File: src/common/adc_seq_consts.vh
`ifndef ADC_SEQ_CONSTS_VH
`define ADC_SEQ_CONSTS_VH

// conversion clock divide ratios, by divider select code
`define DIV_SEL_4 3'h0
`define DIV_SEL_2 3'h1
`define DIV_SEL_1A 3'h2
`define DIV_SEL_1B 3'h3
`define DIV_SEL_12 3'h4
`define DIV_SEL_6 3'h5
`define DIV_SEL_3A 3'h6
`define DIV_SEL_3B 3'h7
`define DIV_RATIO_1 4'h1
`define DIV_RATIO_2 4'h2
`define DIV_RATIO_3 4'h3
`define DIV_RATIO_4 4'h4
`define DIV_RATIO_6 4'h6
`define DIV_RATIO_12 4'hc

// conversion length and SAR steps in conversion-clock cycles, and the first SAR trial code
`define CYC_PLAIN_8 6'h31
`define CYC_PLAIN_10 6'h3b
`define CYC_SH_8 6'h1c
`define CYC_SH_10 6'h21
`define SAR_STEPS_8 6'h08
`define SAR_STEPS_10 6'h0a
`define SAR_FIRST_TRIAL 10'h200

// operating modes
`define MODE_ONE_SHOT 3'h0
`define MODE_REPEAT 3'h1
`define MODE_SINGLE_SWEEP 3'h2
`define MODE_REP_SWEEP0 3'h3
`define MODE_REP_SWEEP1 3'h4
`define MODE_SIMUL_SWEEP 3'h5
`define MODE_DELAY_TRIG0 3'h6
`define MODE_DELAY_TRIG1 3'h7

`define NUM_CHANNELS 8

`endif

File: src/hdl/adc_clock_divider.v
`timescale 1ns/1ps
`default_nettype none
`include "adc_seq_consts.vh"

module adc_clock_divider (
  input wire clk_sys_i,
  input wire resetn_i,
  input wire [2:0] div_sel_i,
  output reg phi_tick_o
);

  reg [3:0] ratio;
  reg [3:0] cnt_q;

  // ****************************************
  // ratio select
  // ****************************************
  always @*
  begin
    case (div_sel_i)
      `DIV_SEL_4: ratio = `DIV_RATIO_4;
      `DIV_SEL_2: ratio = `DIV_RATIO_2;
      `DIV_SEL_1A, `DIV_SEL_1B: ratio = `DIV_RATIO_1;
      `DIV_SEL_12: ratio = `DIV_RATIO_12;
      `DIV_SEL_6: ratio = `DIV_RATIO_6;
      default: ratio = `DIV_RATIO_3;
    endcase
  end

  // ****************************************
  // counter
  // ****************************************
  always @(posedge clk_sys_i or negedge resetn_i)
  begin
    if (!resetn_i)
    begin
      cnt_q <= 4'h0;
      phi_tick_o <= 1'b0;
    end
    else if (cnt_q >= ratio - 4'h1)
    begin
      cnt_q <= 4'h0;
      phi_tick_o <= 1'b1;
    end
    else
    begin
      cnt_q <= cnt_q + 4'h1;
      phi_tick_o <= 1'b0;
    end
  end

endmodule
`default_nettype wire

File: src/hdl/adc_sequencer_control.v
`timescale 1ns/1ps
`default_nettype none
`include "adc_seq_consts.vh"

module adc_sequencer_control (
  input wire clk_sys_i,
  input wire resetn_i,
  input wire clock_div_sel_bit0_i,
  input wire clock_div_sel_bit1_i,
  input wire clock_div_sel_bit2_i,
  input wire res_10bit_i,
  input wire sample_hold_en_i,
  input wire reference_connect_i,
  input wire [2:0] mode_i,
  input wire [1:0] group_sel_i,
  input wire [2:0] channel_sel_i,
  input wire [1:0] sweep_len_i,
  input wire trigger_source_select_i,
  input wire start_set_i,
  input wire start_clr_i,
  input wire external_trigger_input_i,
  input wire timer0_trigger_enable_i,
  input wire timer1_trigger_enable_i,
  input wire timer_trigger_i,
  input wire comparator_i,
  input wire [2:0] result_rd_idx_i,
  output reg reference_ladder_on_o,
  output reg [4:0] analog_mux_sel_o,
  output reg [9:0] sar_trial_code_o,
  output reg sample_hold_o,
  output reg conversion_start_bit_o,
  output reg busy_o,
  output reg conv_done_irq_o,
  output reg [9:0] channel_result_reg_o
);

  localparam ST_IDLE = 2'h0;
  localparam ST_WAIT_TRIG = 2'h1;
  localparam ST_CONVERT = 2'h2;

  wire phi_tick;
  reg [1:0] state_q;
  reg [5:0] cyc_q;
  reg [2:0] ch_q;
  reg [1:0] grp_q;
  reg ext_prev_q;
  reg [9:0] channel_result_reg [0:`NUM_CHANNELS-1];

  reg [5:0] total_cyc;
  reg [5:0] sar_steps;
  reg [5:0] sar_start;
  reg [5:0] step;
  reg [3:0] pos;
  reg [9:0] sar_dec;
  reg [9:0] stored;
  reg sweep_mode;
  reg repeat_mode;
  reg [2:0] sweep_last;
  reg trig_seen;
  reg sw_trig;
  integer i;

  // ****************************************
  // conversion clock
  // ****************************************
  adc_clock_divider u_div (
    .clk_sys_i(clk_sys_i),
    .resetn_i(resetn_i),
    .div_sel_i({clock_div_sel_bit2_i, clock_div_sel_bit1_i, clock_div_sel_bit0_i}),
    .phi_tick_o(phi_tick)
  );

  // ****************************************
  // timing and mode decode
  // ****************************************
  always @*
  begin
    if (sample_hold_en_i)
      total_cyc = res_10bit_i ? `CYC_SH_10 : `CYC_SH_8;
    else
      total_cyc = res_10bit_i ? `CYC_PLAIN_10 : `CYC_PLAIN_8;
    sar_steps = res_10bit_i ? `SAR_STEPS_10 : `SAR_STEPS_8;
    sar_start = total_cyc - sar_steps;
    step = cyc_q - sar_start;
    pos = 4'h9 - step[3:0];
    sar_dec = comparator_i ? sar_trial_code_o : (sar_trial_code_o & ~(10'h001 << pos));
    stored = res_10bit_i ? sar_dec : {2'b00, sar_dec[9:2]};
    sweep_mode = (mode_i != `MODE_ONE_SHOT) && (mode_i != `MODE_REPEAT);
    repeat_mode = (mode_i == `MODE_REPEAT) || (mode_i == `MODE_REP_SWEEP0) ||
      (mode_i == `MODE_REP_SWEEP1);
    sweep_last = {sweep_len_i, 1'b1};
    sw_trig = !trigger_source_select_i && (mode_i != `MODE_DELAY_TRIG0) &&
      (mode_i != `MODE_DELAY_TRIG1);
    if (mode_i == `MODE_DELAY_TRIG0 || mode_i == `MODE_DELAY_TRIG1)
      trig_seen = timer_trigger_i && timer0_trigger_enable_i && timer1_trigger_enable_i;
    else if (trigger_source_select_i)
      trig_seen = ext_prev_q && !external_trigger_input_i;
    else
      trig_seen = 1'b1;
  end

  // ****************************************
  // sequencer
  // ****************************************
  always @(posedge clk_sys_i or negedge resetn_i)
  begin
    if (!resetn_i)
    begin
      state_q <= ST_IDLE;
      cyc_q <= 6'h00;
      ch_q <= 3'h0;
      grp_q <= 2'h0;
      ext_prev_q <= 1'b1;
      reference_ladder_on_o <= 1'b0;
      analog_mux_sel_o <= 5'h00;
      sar_trial_code_o <= 10'h000;
      sample_hold_o <= 1'b0;
      conversion_start_bit_o <= 1'b0;
      busy_o <= 1'b0;
      conv_done_irq_o <= 1'b0;
      channel_result_reg_o <= 10'h000;
      for (i = 0; i < `NUM_CHANNELS; i = i + 1)
        channel_result_reg[i] <= 10'h000;
    end
    else
    begin
      ext_prev_q <= external_trigger_input_i;
      reference_ladder_on_o <= reference_connect_i;
      channel_result_reg_o <= channel_result_reg[result_rd_idx_i];
      conv_done_irq_o <= 1'b0;
      if (start_set_i)
        conversion_start_bit_o <= 1'b1;
      else if (start_clr_i)
        conversion_start_bit_o <= 1'b0;
      analog_mux_sel_o <= {grp_q, ch_q};
      busy_o <= (state_q == ST_CONVERT);
      case (state_q)
        ST_IDLE:
        begin
          sample_hold_o <= 1'b0;
          if (conversion_start_bit_o && !start_clr_i)
          begin
            grp_q <= group_sel_i;
            ch_q <= sweep_mode ? 3'h0 : channel_sel_i;
            state_q <= ST_WAIT_TRIG;
          end
        end
        ST_WAIT_TRIG:
        begin
          if (!conversion_start_bit_o)
            state_q <= ST_IDLE;
          else if (trig_seen)
          begin
            cyc_q <= 6'h00;
            sar_trial_code_o <= 10'h000;
            state_q <= ST_CONVERT;
          end
        end
        ST_CONVERT:
        begin
          if (!conversion_start_bit_o)
          begin
            state_q <= ST_IDLE;
            sample_hold_o <= 1'b0;
          end
          else if (phi_tick)
          begin
            cyc_q <= cyc_q + 6'h01;
            sample_hold_o <= (cyc_q + 6'h01 < sar_start);
            if (cyc_q + 6'h01 == sar_start)
              sar_trial_code_o <= `SAR_FIRST_TRIAL;
            else if (cyc_q >= sar_start && cyc_q != total_cyc - 6'h01)
              sar_trial_code_o <= sar_dec | (10'h001 << (pos - 4'h1));
            if (cyc_q == total_cyc - 6'h01)
            begin
              channel_result_reg[ch_q] <= stored;
              sar_trial_code_o <= sar_dec;
              cyc_q <= 6'h00;
              if (sweep_mode && ch_q != sweep_last)
                ch_q <= ch_q + 3'h1;
              else if (repeat_mode)
                ch_q <= sweep_mode ? 3'h0 : channel_sel_i;
              else
              begin
                conv_done_irq_o <= 1'b1;
                ch_q <= sweep_mode ? 3'h0 : channel_sel_i;
                if (sw_trig)
                begin
                  if (!start_set_i)
                    conversion_start_bit_o <= 1'b0;
                  state_q <= ST_IDLE;
                end
                else
                  state_q <= ST_WAIT_TRIG;
              end
            end
          end
        end
        default:
          state_q <= ST_IDLE;
      endcase
    end
  end

endmodule
`default_nettype wire

File: config.mk
export PLATFORM = sky130hd
export DESIGN_NAME = adc_sequencer_control
export DESIGN_NICKNAME = d
export VERILOG_FILES = /design/src/hdl/adc_clock_divider.v /design/src/hdl/adc_sequencer_control.v
export VERILOG_INCLUDE_DIRS = /design/src /design/src/common
export SDC_FILE = /design/constraint.sdc
export NUM_CORES = 1
export LEC_CHECK = 0
export ABC_AREA = 1
export BUFFER_PORTS_ARGS = -buffer_cell sky130_fd_sc_hd__buf_2
export CAP_MARGIN = 40
export CORE_AREA = 2 2 128 130
export DETAILED_ROUTE_END_ITERATION = 16
export DIE_AREA = 0 0 130 132
export RECOVER_POWER = 100
export SKIP_LAST_GASP = 1
export SYNTH_ARGS = -nofsm -noshare
export SYNTH_HDL_FRONTEND = slang
export SYNTH_SLANG_ARGS = --single-unit
File: constraint.sdc
create_clock -name clk_sys_i -period 7 [get_ports clk_sys_i]
set_input_delay 0.7 -clock clk_sys_i [delete_from_list [all_inputs] [get_ports clk_sys_i]]
set_output_delay 0.7 -clock clk_sys_i [all_outputs]
set_load 0.01 [all_outputs]
==> results.md, run 1 <==
* Final hold slack at 0.363 ns
* Layout cell share with drive strength beyond 1 at 0.0873
* Pint at 0.00145 W
* Leakage at 4.06 nW
* Commonest non-fill, non-tap cell in the layout: nand2_1
* Hold Crit Class: in -> reg
* CTS tree: yes
* Psw at 0.000753 W
* Syn nets at 951
* All-Layer GR Usage at 0.221
* RSZ-0062 raised after global routing: false
* Area growth syn-to-layout at 12.5%
* Max Fanout on Critical Path at 17
* Max Cap Viol at 2
* Simple-gate area share of the yosys netlist at 0.308
* Fin crit share at 0.661
* Comb pwr share at 0.225
* Setup Fix Bufs, Post-CTS at 0
* CTS Buffer Depth at 2
* Synth Warn # at 0
* Post_cts resized at 0
* Clk root buf: clkbuf_16
* CTS Hold Buffers Added at 0
* Ant. Diodes at 0
* Initial Utilization at 0.443
* Commonest cells after routing, fill and taps aside: nand2_1 (319), dfrtp_1 (128), nor2_1 (105), o21ai_0 (77), inv_1 (65)
* Slew Limit Headroom at -1.04
* Final setup viols at 0
* Yosys reg bits at 129
* Post-synth cell types at 40
* Least-Margin Pin Slew at 3.05 ns
* Total wire length at 17,800 um
* CP Launch Type: input port
* Setup TNS at 0 ns
* Peak supply drop at 0.175 mV
* Run status: finished with violations
* Total CTS buffers at 17
* Net switching share of the total power at 0.341
* DRC viols at 0
* Cell area after synthesis at 6960 um^2
* Max H-tree Level at 4
* Core area at 15,700 um^2
* Number of flip-flops in the largest register at 80
* Failing checks: max-capacitance violations, max-slew violations
* Die width at 130 um
* Antenna violations before repair at 0
* Power Density at 282 nW/um^2
* Req. time, crit path at 7.35 ns
* Slew Viols, Final at 98
* Post-DP HPWL at 12,200 um
* Num ports at between 50 and 60
* Global-route wire length before repair at just under 30,000 um
* Final Hold Vio Count at 0
* Skew final at 0.0107 ns
* XOR/XNOR Fraction of Synth Area at 0.0113
* Via count at 5,941
* Largest family of logic cells by synthesized area: simple AND/OR/NAND/NOR gates
* Final Power at around 0.0022 W
* Crit Path Category: in -> reg
* Avg Cell Area, Syn at 7.78 um^2
* Antenna Violating Nets Remaining at 0
* First drt pass iteration count at 5
* Setup crit end kind: register
* Die ar. at 17,200 um^2
* Endpoint arrival time on the critical path at 4.97 ns
* Initial DRC count at 407
* Vias in the first global route at 5,734
* Largest net degree at the start of global routing at 61
* Synth Instances at 894
* Sequential area share after synthesis at 0.464
* Chip height at 132 um
* GRT overflow at 0
* Adder-Cell Fraction of Synth Area at 0.0525
* Worst-path clk slew at 0.06 ns
* RePlAce Congestion at 0.894
* # port buffers at 58
* Sequential fraction of design power at 0.389
* Skew-Pair Late Insertion Delay at between 0.4 and 0.5 ns
* Clock power frac at 0.386
* Clock period minus worst slack at approximately 4.6 ns
* FMAX at 216 MHz
* CTS Sinks at 129
* Mux share of post-synthesis cell area at 0.00324
* Layout net count at 1,006
* Avg Vias per Cell at just over 5
* Synth Area in Compound Gates at 0.0960
* Row cnt at 46
* Average wire per standard cell at 15.1 um
[metal layers]
layer / GRT usage / part of all wire
met4: 0.0633 / 0.015
met3: 0.0426 / 0.041
met1: 0.312 / 0.48
met5: 0 / 0
met2: 0.345 / 0.47
[stage by stage]
stage / instance area [um^2] / setup WS (ns) / std cells / utilization
3_5_place_dp: 7410 / 2.99 / 1146 / 0.472
4_1_cts: 7970 / 3.39 / 1178 / 0.507
2_1_floorplan: 6960 / 3.73 / 894 / -
6_report: 7830 / 2.38 / 1178 / 0.498
3_3_place_gp: 7390 / 3.02 / 1145 / 0.470
5_1_grt: 7830 / 2.02 / 1178 / 0.498
[area by class of cell]
| type | count | area, um^2 |
|---|---|---|
| Clock inverter | 14 | 131 |
| Tap cell | 216 | 270 |
| Fill cell | 1597 | 7880 |
| Inverter | 78 | 295 |
| Sequential cell | 129 | 3230 |
| Timing Repair Buffer | 61 | 282 |
| Clock buffer | 18 | 429 |
| Multi-Input combinational cell | 662 | 3200 |
[path summary, 6_finish.rpt]
kind | from | to | slack [ns] | cells after the start
worst max-delay path | res_10bit_i | channel_result_reg[5]$_DFFE_PN0P_ | 2.38 | 18
max in group asynchronous | resetn_i | ext_prev_q$_DFF_PN1_ | 3.48 | 3
min in group asynchronous | resetn_i | channel_result_reg[8]$_DFFE_PN0P_ | 1.29 | 1
worst min register to register | grp_q[0]$_DFFE_PN0P_ | analog_mux_sel_o[3]$_DFF_PN0_ | 0.38 | 0
worst min-delay path | external_trigger_input_i | ext_prev_q$_DFF_PN1_ | 0.36 | 1
worst max register to register | cyc_q[1]$_DFFE_PN0P_ | channel_result_reg[5]$_DFFE_PN0P_ | 3.38 | 14
[power groups by stage]
stage               Clock [W]  Combinational [W]  Sequential (W)
global placement            0           0.000517        0.000874
finish               0.000852           0.000497        0.000858
global route         0.000902           0.000566        0.000869
detailed placement          0           0.000520        0.000874
floorplan                   0           0.000351        0.000875
CTS                  0.000862           0.000523        0.000862
[kinds of logic (layout without fill, tap and decap cells)]
group	Yosys count	count (layout)
xor gates and xnor gates	9	9
adders and majority gates	28	28
DFF	129	129
AOI/OAI and AO/OA	121	121
muxes	2	2
and+or+nand+nor	502	502
buffers and inverters	103	171
[worst max-delay path, cell delays in order]
cell      delay (ns)
clkbuf_1        0.58
inv_1           0.31
ha_1            0.36
inv_1           0.16
nand2_1         0.07
nand2_1         0.09
ha_1            0.15
inv_1           0.06
fa_1            0.44
inv_1           0.07
nand2_1         0.07
nand2_1         0.25
inv_1           0.25
nand3_1         0.14
nand2_1         0.09
o21ai_0         0.97
nand2_1         0.12
nand2_1         0.10
[synth_stat cells, drive strengths merged]
cell type	instances	area share
nand3b	2	0.0022
or2	1	0.00090
o22ai	12	0.011
inv	77	0.042
xor2	6	0.0076
o21bai	2	0.0022
ha	26	0.047
fa	2	0.0058
clkinv	1	0.00054
clkbuf	12	0.0065
a21o	1	0.0011
and3	1	0.00090
xnor2	3	0.0038
nand4	4	0.0036
o31ai	3	0.0032
nor3	2	0.0022
a31oi	10	0.0090
dfstp	1	0.0038
a21oi	9	0.0065
nor2	115	0.080
nand2	321	0.17
o211ai	2	0.0022
nand3	56	0.045
buf	13	0.016
dfrtp	128	0.46
mux2	2	0.0032
o21ai	82	0.061
Note: power is estimated with default switching activity, not from simulation.
==> inputs of run 2 (changes only) <==
- clock period: 7 -> 4.65 ns (I/O delays scaled with it)
==> run 2 against run 1 <==
The flow still finishes with violations (max-capacitance violations, max-slew violations). Worst setup slack lost 1.4 ns. Count of clock-buffer cells in the layout is the same. Combinational power is 53% higher. Critical endpoint is now channel_result_reg[53]$_DFFE_PN0P_. Clock power increased by 68%. Sequential power grew 50%. Design area grew 1.4%. Cell count rose by 0.17%. Via count shrank 0.64%. Flip-flop and latch count did not move. Register-to-register slack got worse by 2.0 ns. Non-clock buffer count grew 2. Sequential share of layout area decreased by 0.57 points.
==> results.md, run 2 (synthesis results as in run 1) <==
* Run status: finished with violations
* Crit path from: res_10bit_i
* Skew-Pair Late Insertion Delay at 0.43 ns
* Clk root buf: clkbuf_16
* Least-Margin Pin Slew at roughly 2.3 ns
* Post_cts resized at 0
* GRT overflow at 0
* Commonest non-fill, non-tap cell in the layout: nand2_1
* Core area at roughly 16,000 um^2
* Number of flip-flops in the largest register at 80
* CTS tree: yes
* Skew final at 0.0147 ns
* Slew Viols, Final at 166
* R2R cell count at 14
* CTS Sinks at 129
* Final instance area at 7940 um^2
* Peak supply drop at 0.271 mV
* Global-route wire length before repair at 29,800 um
* Crit Path Category: in -> reg
* Final setup viols at 0
* Met1 usage at 0.309
* Setup Fix Bufs, Post-CTS at 0
* Via count at 5,903
* Layout net count at 1,008
* Slew Limit Headroom at -0.518
* CP Launch Type: input port
* Max Fanout on Critical Path at 17
* Failing checks: max-capacitance violations, max-slew violations
* Endpoint arrival time on the critical path at 4.01 ns
* All-Layer GR Usage at 0.222
* RePlAce Congestion at 0.880
* Commonest cells after routing, fill and taps aside: nand2_1 (319), dfrtp_1 (128), nor2_1 (103), o21ai_0 (79), inv_1 (63)
* CTS Buffer Depth at 2
* Max Cap Viol at 3
* Layout cell share with drive strength beyond 1 at 0.0985
* Largest net degree at the start of global routing at 93
* Average wire per standard cell at between 15 and 20 um
* Post-DP HPWL at 12,500 um
* Flop2flop setup slack at 1.37 ns
* Die width at about 130 um
* Clock period minus worst slack at 3.65 ns
* Initial Utilization at 0.443
* Hold Crit Class: in -> reg
* Initial DRC count at between 300 and 400
* Row cnt at 46
* Antenna Violating Nets Remaining at 0
* CTS Hold Buffers Added at 1
* Vias in the first global route at 5,786
* Reg2reg start: cyc_q[1]$_DFFE_PN0P_
* Num ports at 59
* CP endpoint: channel_result_reg[53]$_DFFE_PN0P_
* Total CTS buffers at 17
* Area growth syn-to-layout at 14.1%
* First drt pass iteration count at 5
* Setup TNS at 0 ns
* Worst-path clk slew at 0.06 ns
* RSZ-0062 raised after global routing: false
* Total wire length at 17,900 um
* Hold Crit Start: external_trigger_input_i
* Antenna violations before repair at 0
* Die ar. at about 17,000 um^2
* Power Density at 439 nW/um^2
* Placed cell areas at roughly 7400 um^2
* Final Hold Vio Count at 0
* Avg Vias per Cell at 5.00
* Fin crit share at 0.785
* DRC viols at 0
* # port buffers at 58
* Worst reg2reg endpoint: channel_result_reg[53]$_DFFE_PN0P_
* FMAX at 274 MHz
* Leakage at 4.11 nW
* Max H-tree Level at 4
* Req. time, crit path at 5.01 ns
* GR Util met3 at 0.0369
* GR peak layer: met2
* Setup crit end kind: register
* Ant. Diodes at 0
* GR met2 Demand/Resource at 0.352
* Chip height at 132 um
==> run 2: cell types whose count changed in the layout (fill, tap and decap cells not counted), moves of 3 or more <==
cell	before	now
clkbuf_1	38	35
clkinv_2	3	0
o21ai_1	4	1
buf_2	23	26
==> run 2: how the worst min path moves through the flow <==
| stage | end | slack, ns | cells after the start |
|---|---|---|---|
| 3_3_place_gp | analog_mux_sel_o[3]$_DFF_PN0_ | 0.35 | 0 |
| 6_report | ext_prev_q$_DFF_PN1_ | 0.14 | 1 |
| 3_5_place_dp | sar_trial_code_o[0]$_DFFE_PN0P_ | 0.29 | 1 |
| 5_1_grt | ext_prev_q$_DFF_PN1_ | 0.13 | 1 |
| 4_1_cts | reference_ladder_on_o$_DFF_PN0_ | 0.13 | 1 |
| 2_1_floorplan | analog_mux_sel_o[0]$_DFF_PN0_ | 0.17 | 0 |
==> run 2: power by group <==
part           internal [W]  switching [W]  leakage (nW)  total [W]
combinational      0.000231       0.000527          2.06   0.000758
clock              0.000877       0.000553         0.308    0.00143
sequential          0.00121      0.0000805          1.73    0.00129
total               0.00232        0.00116          4.11    0.00348
==> run 2: area by class of cell <==
type	instances	area [um^2]
sequential	129	3230
clock buffer	18	439
fill	1620	7770
multi-input combinational	662	3240
clock inverter	14	193
tap	216	270
inverter	78	295
timing repair buffer	63	277
==> run 2: layer usage <==
metal  routed length [um]  vias up
li1                     -     2970
met1                 8470     2774
met2                 8460      141
met3                  717       18
met4                  247        0
met5                    0        -
==> run 2: critical path: stages <==
cell	delay, ns
buf_2	0.21
inv_1	0.22
ha_1	0.30
inv_1	0.13
nand2_1	0.07
nand2_1	0.08
ha_1	0.30
inv_1	0.06
fa_1	0.44
inv_1	0.06
nand2_1	0.06
nand2_1	0.22
inv_1	0.23
nand3_1	0.15
nand2_1	0.07
o21ai_0	0.73
nand2_1	0.11
nand2_1	0.09
==> run 2: through the flow <==
stage / worst slack [ns] / hold WS (ns) / total power, W / cells / utilization
2_1_floorplan: 1.61 / 0.169 / 0.00185 / 894 / -
3_3_place_gp: 0.995 / 0.354 / 0.00210 / 1146 / 0.471
3_5_place_dp: 0.903 / 0.290 / 0.00210 / 1147 / 0.472
4_1_cts: 1.34 / 0.129 / 0.00354 / 1180 / 0.513
5_1_grt: 0.540 / 0.134 / 0.00367 / 1180 / 0.505
6_report: 0.998 / 0.143 / 0.00348 / 1180 / 0.505
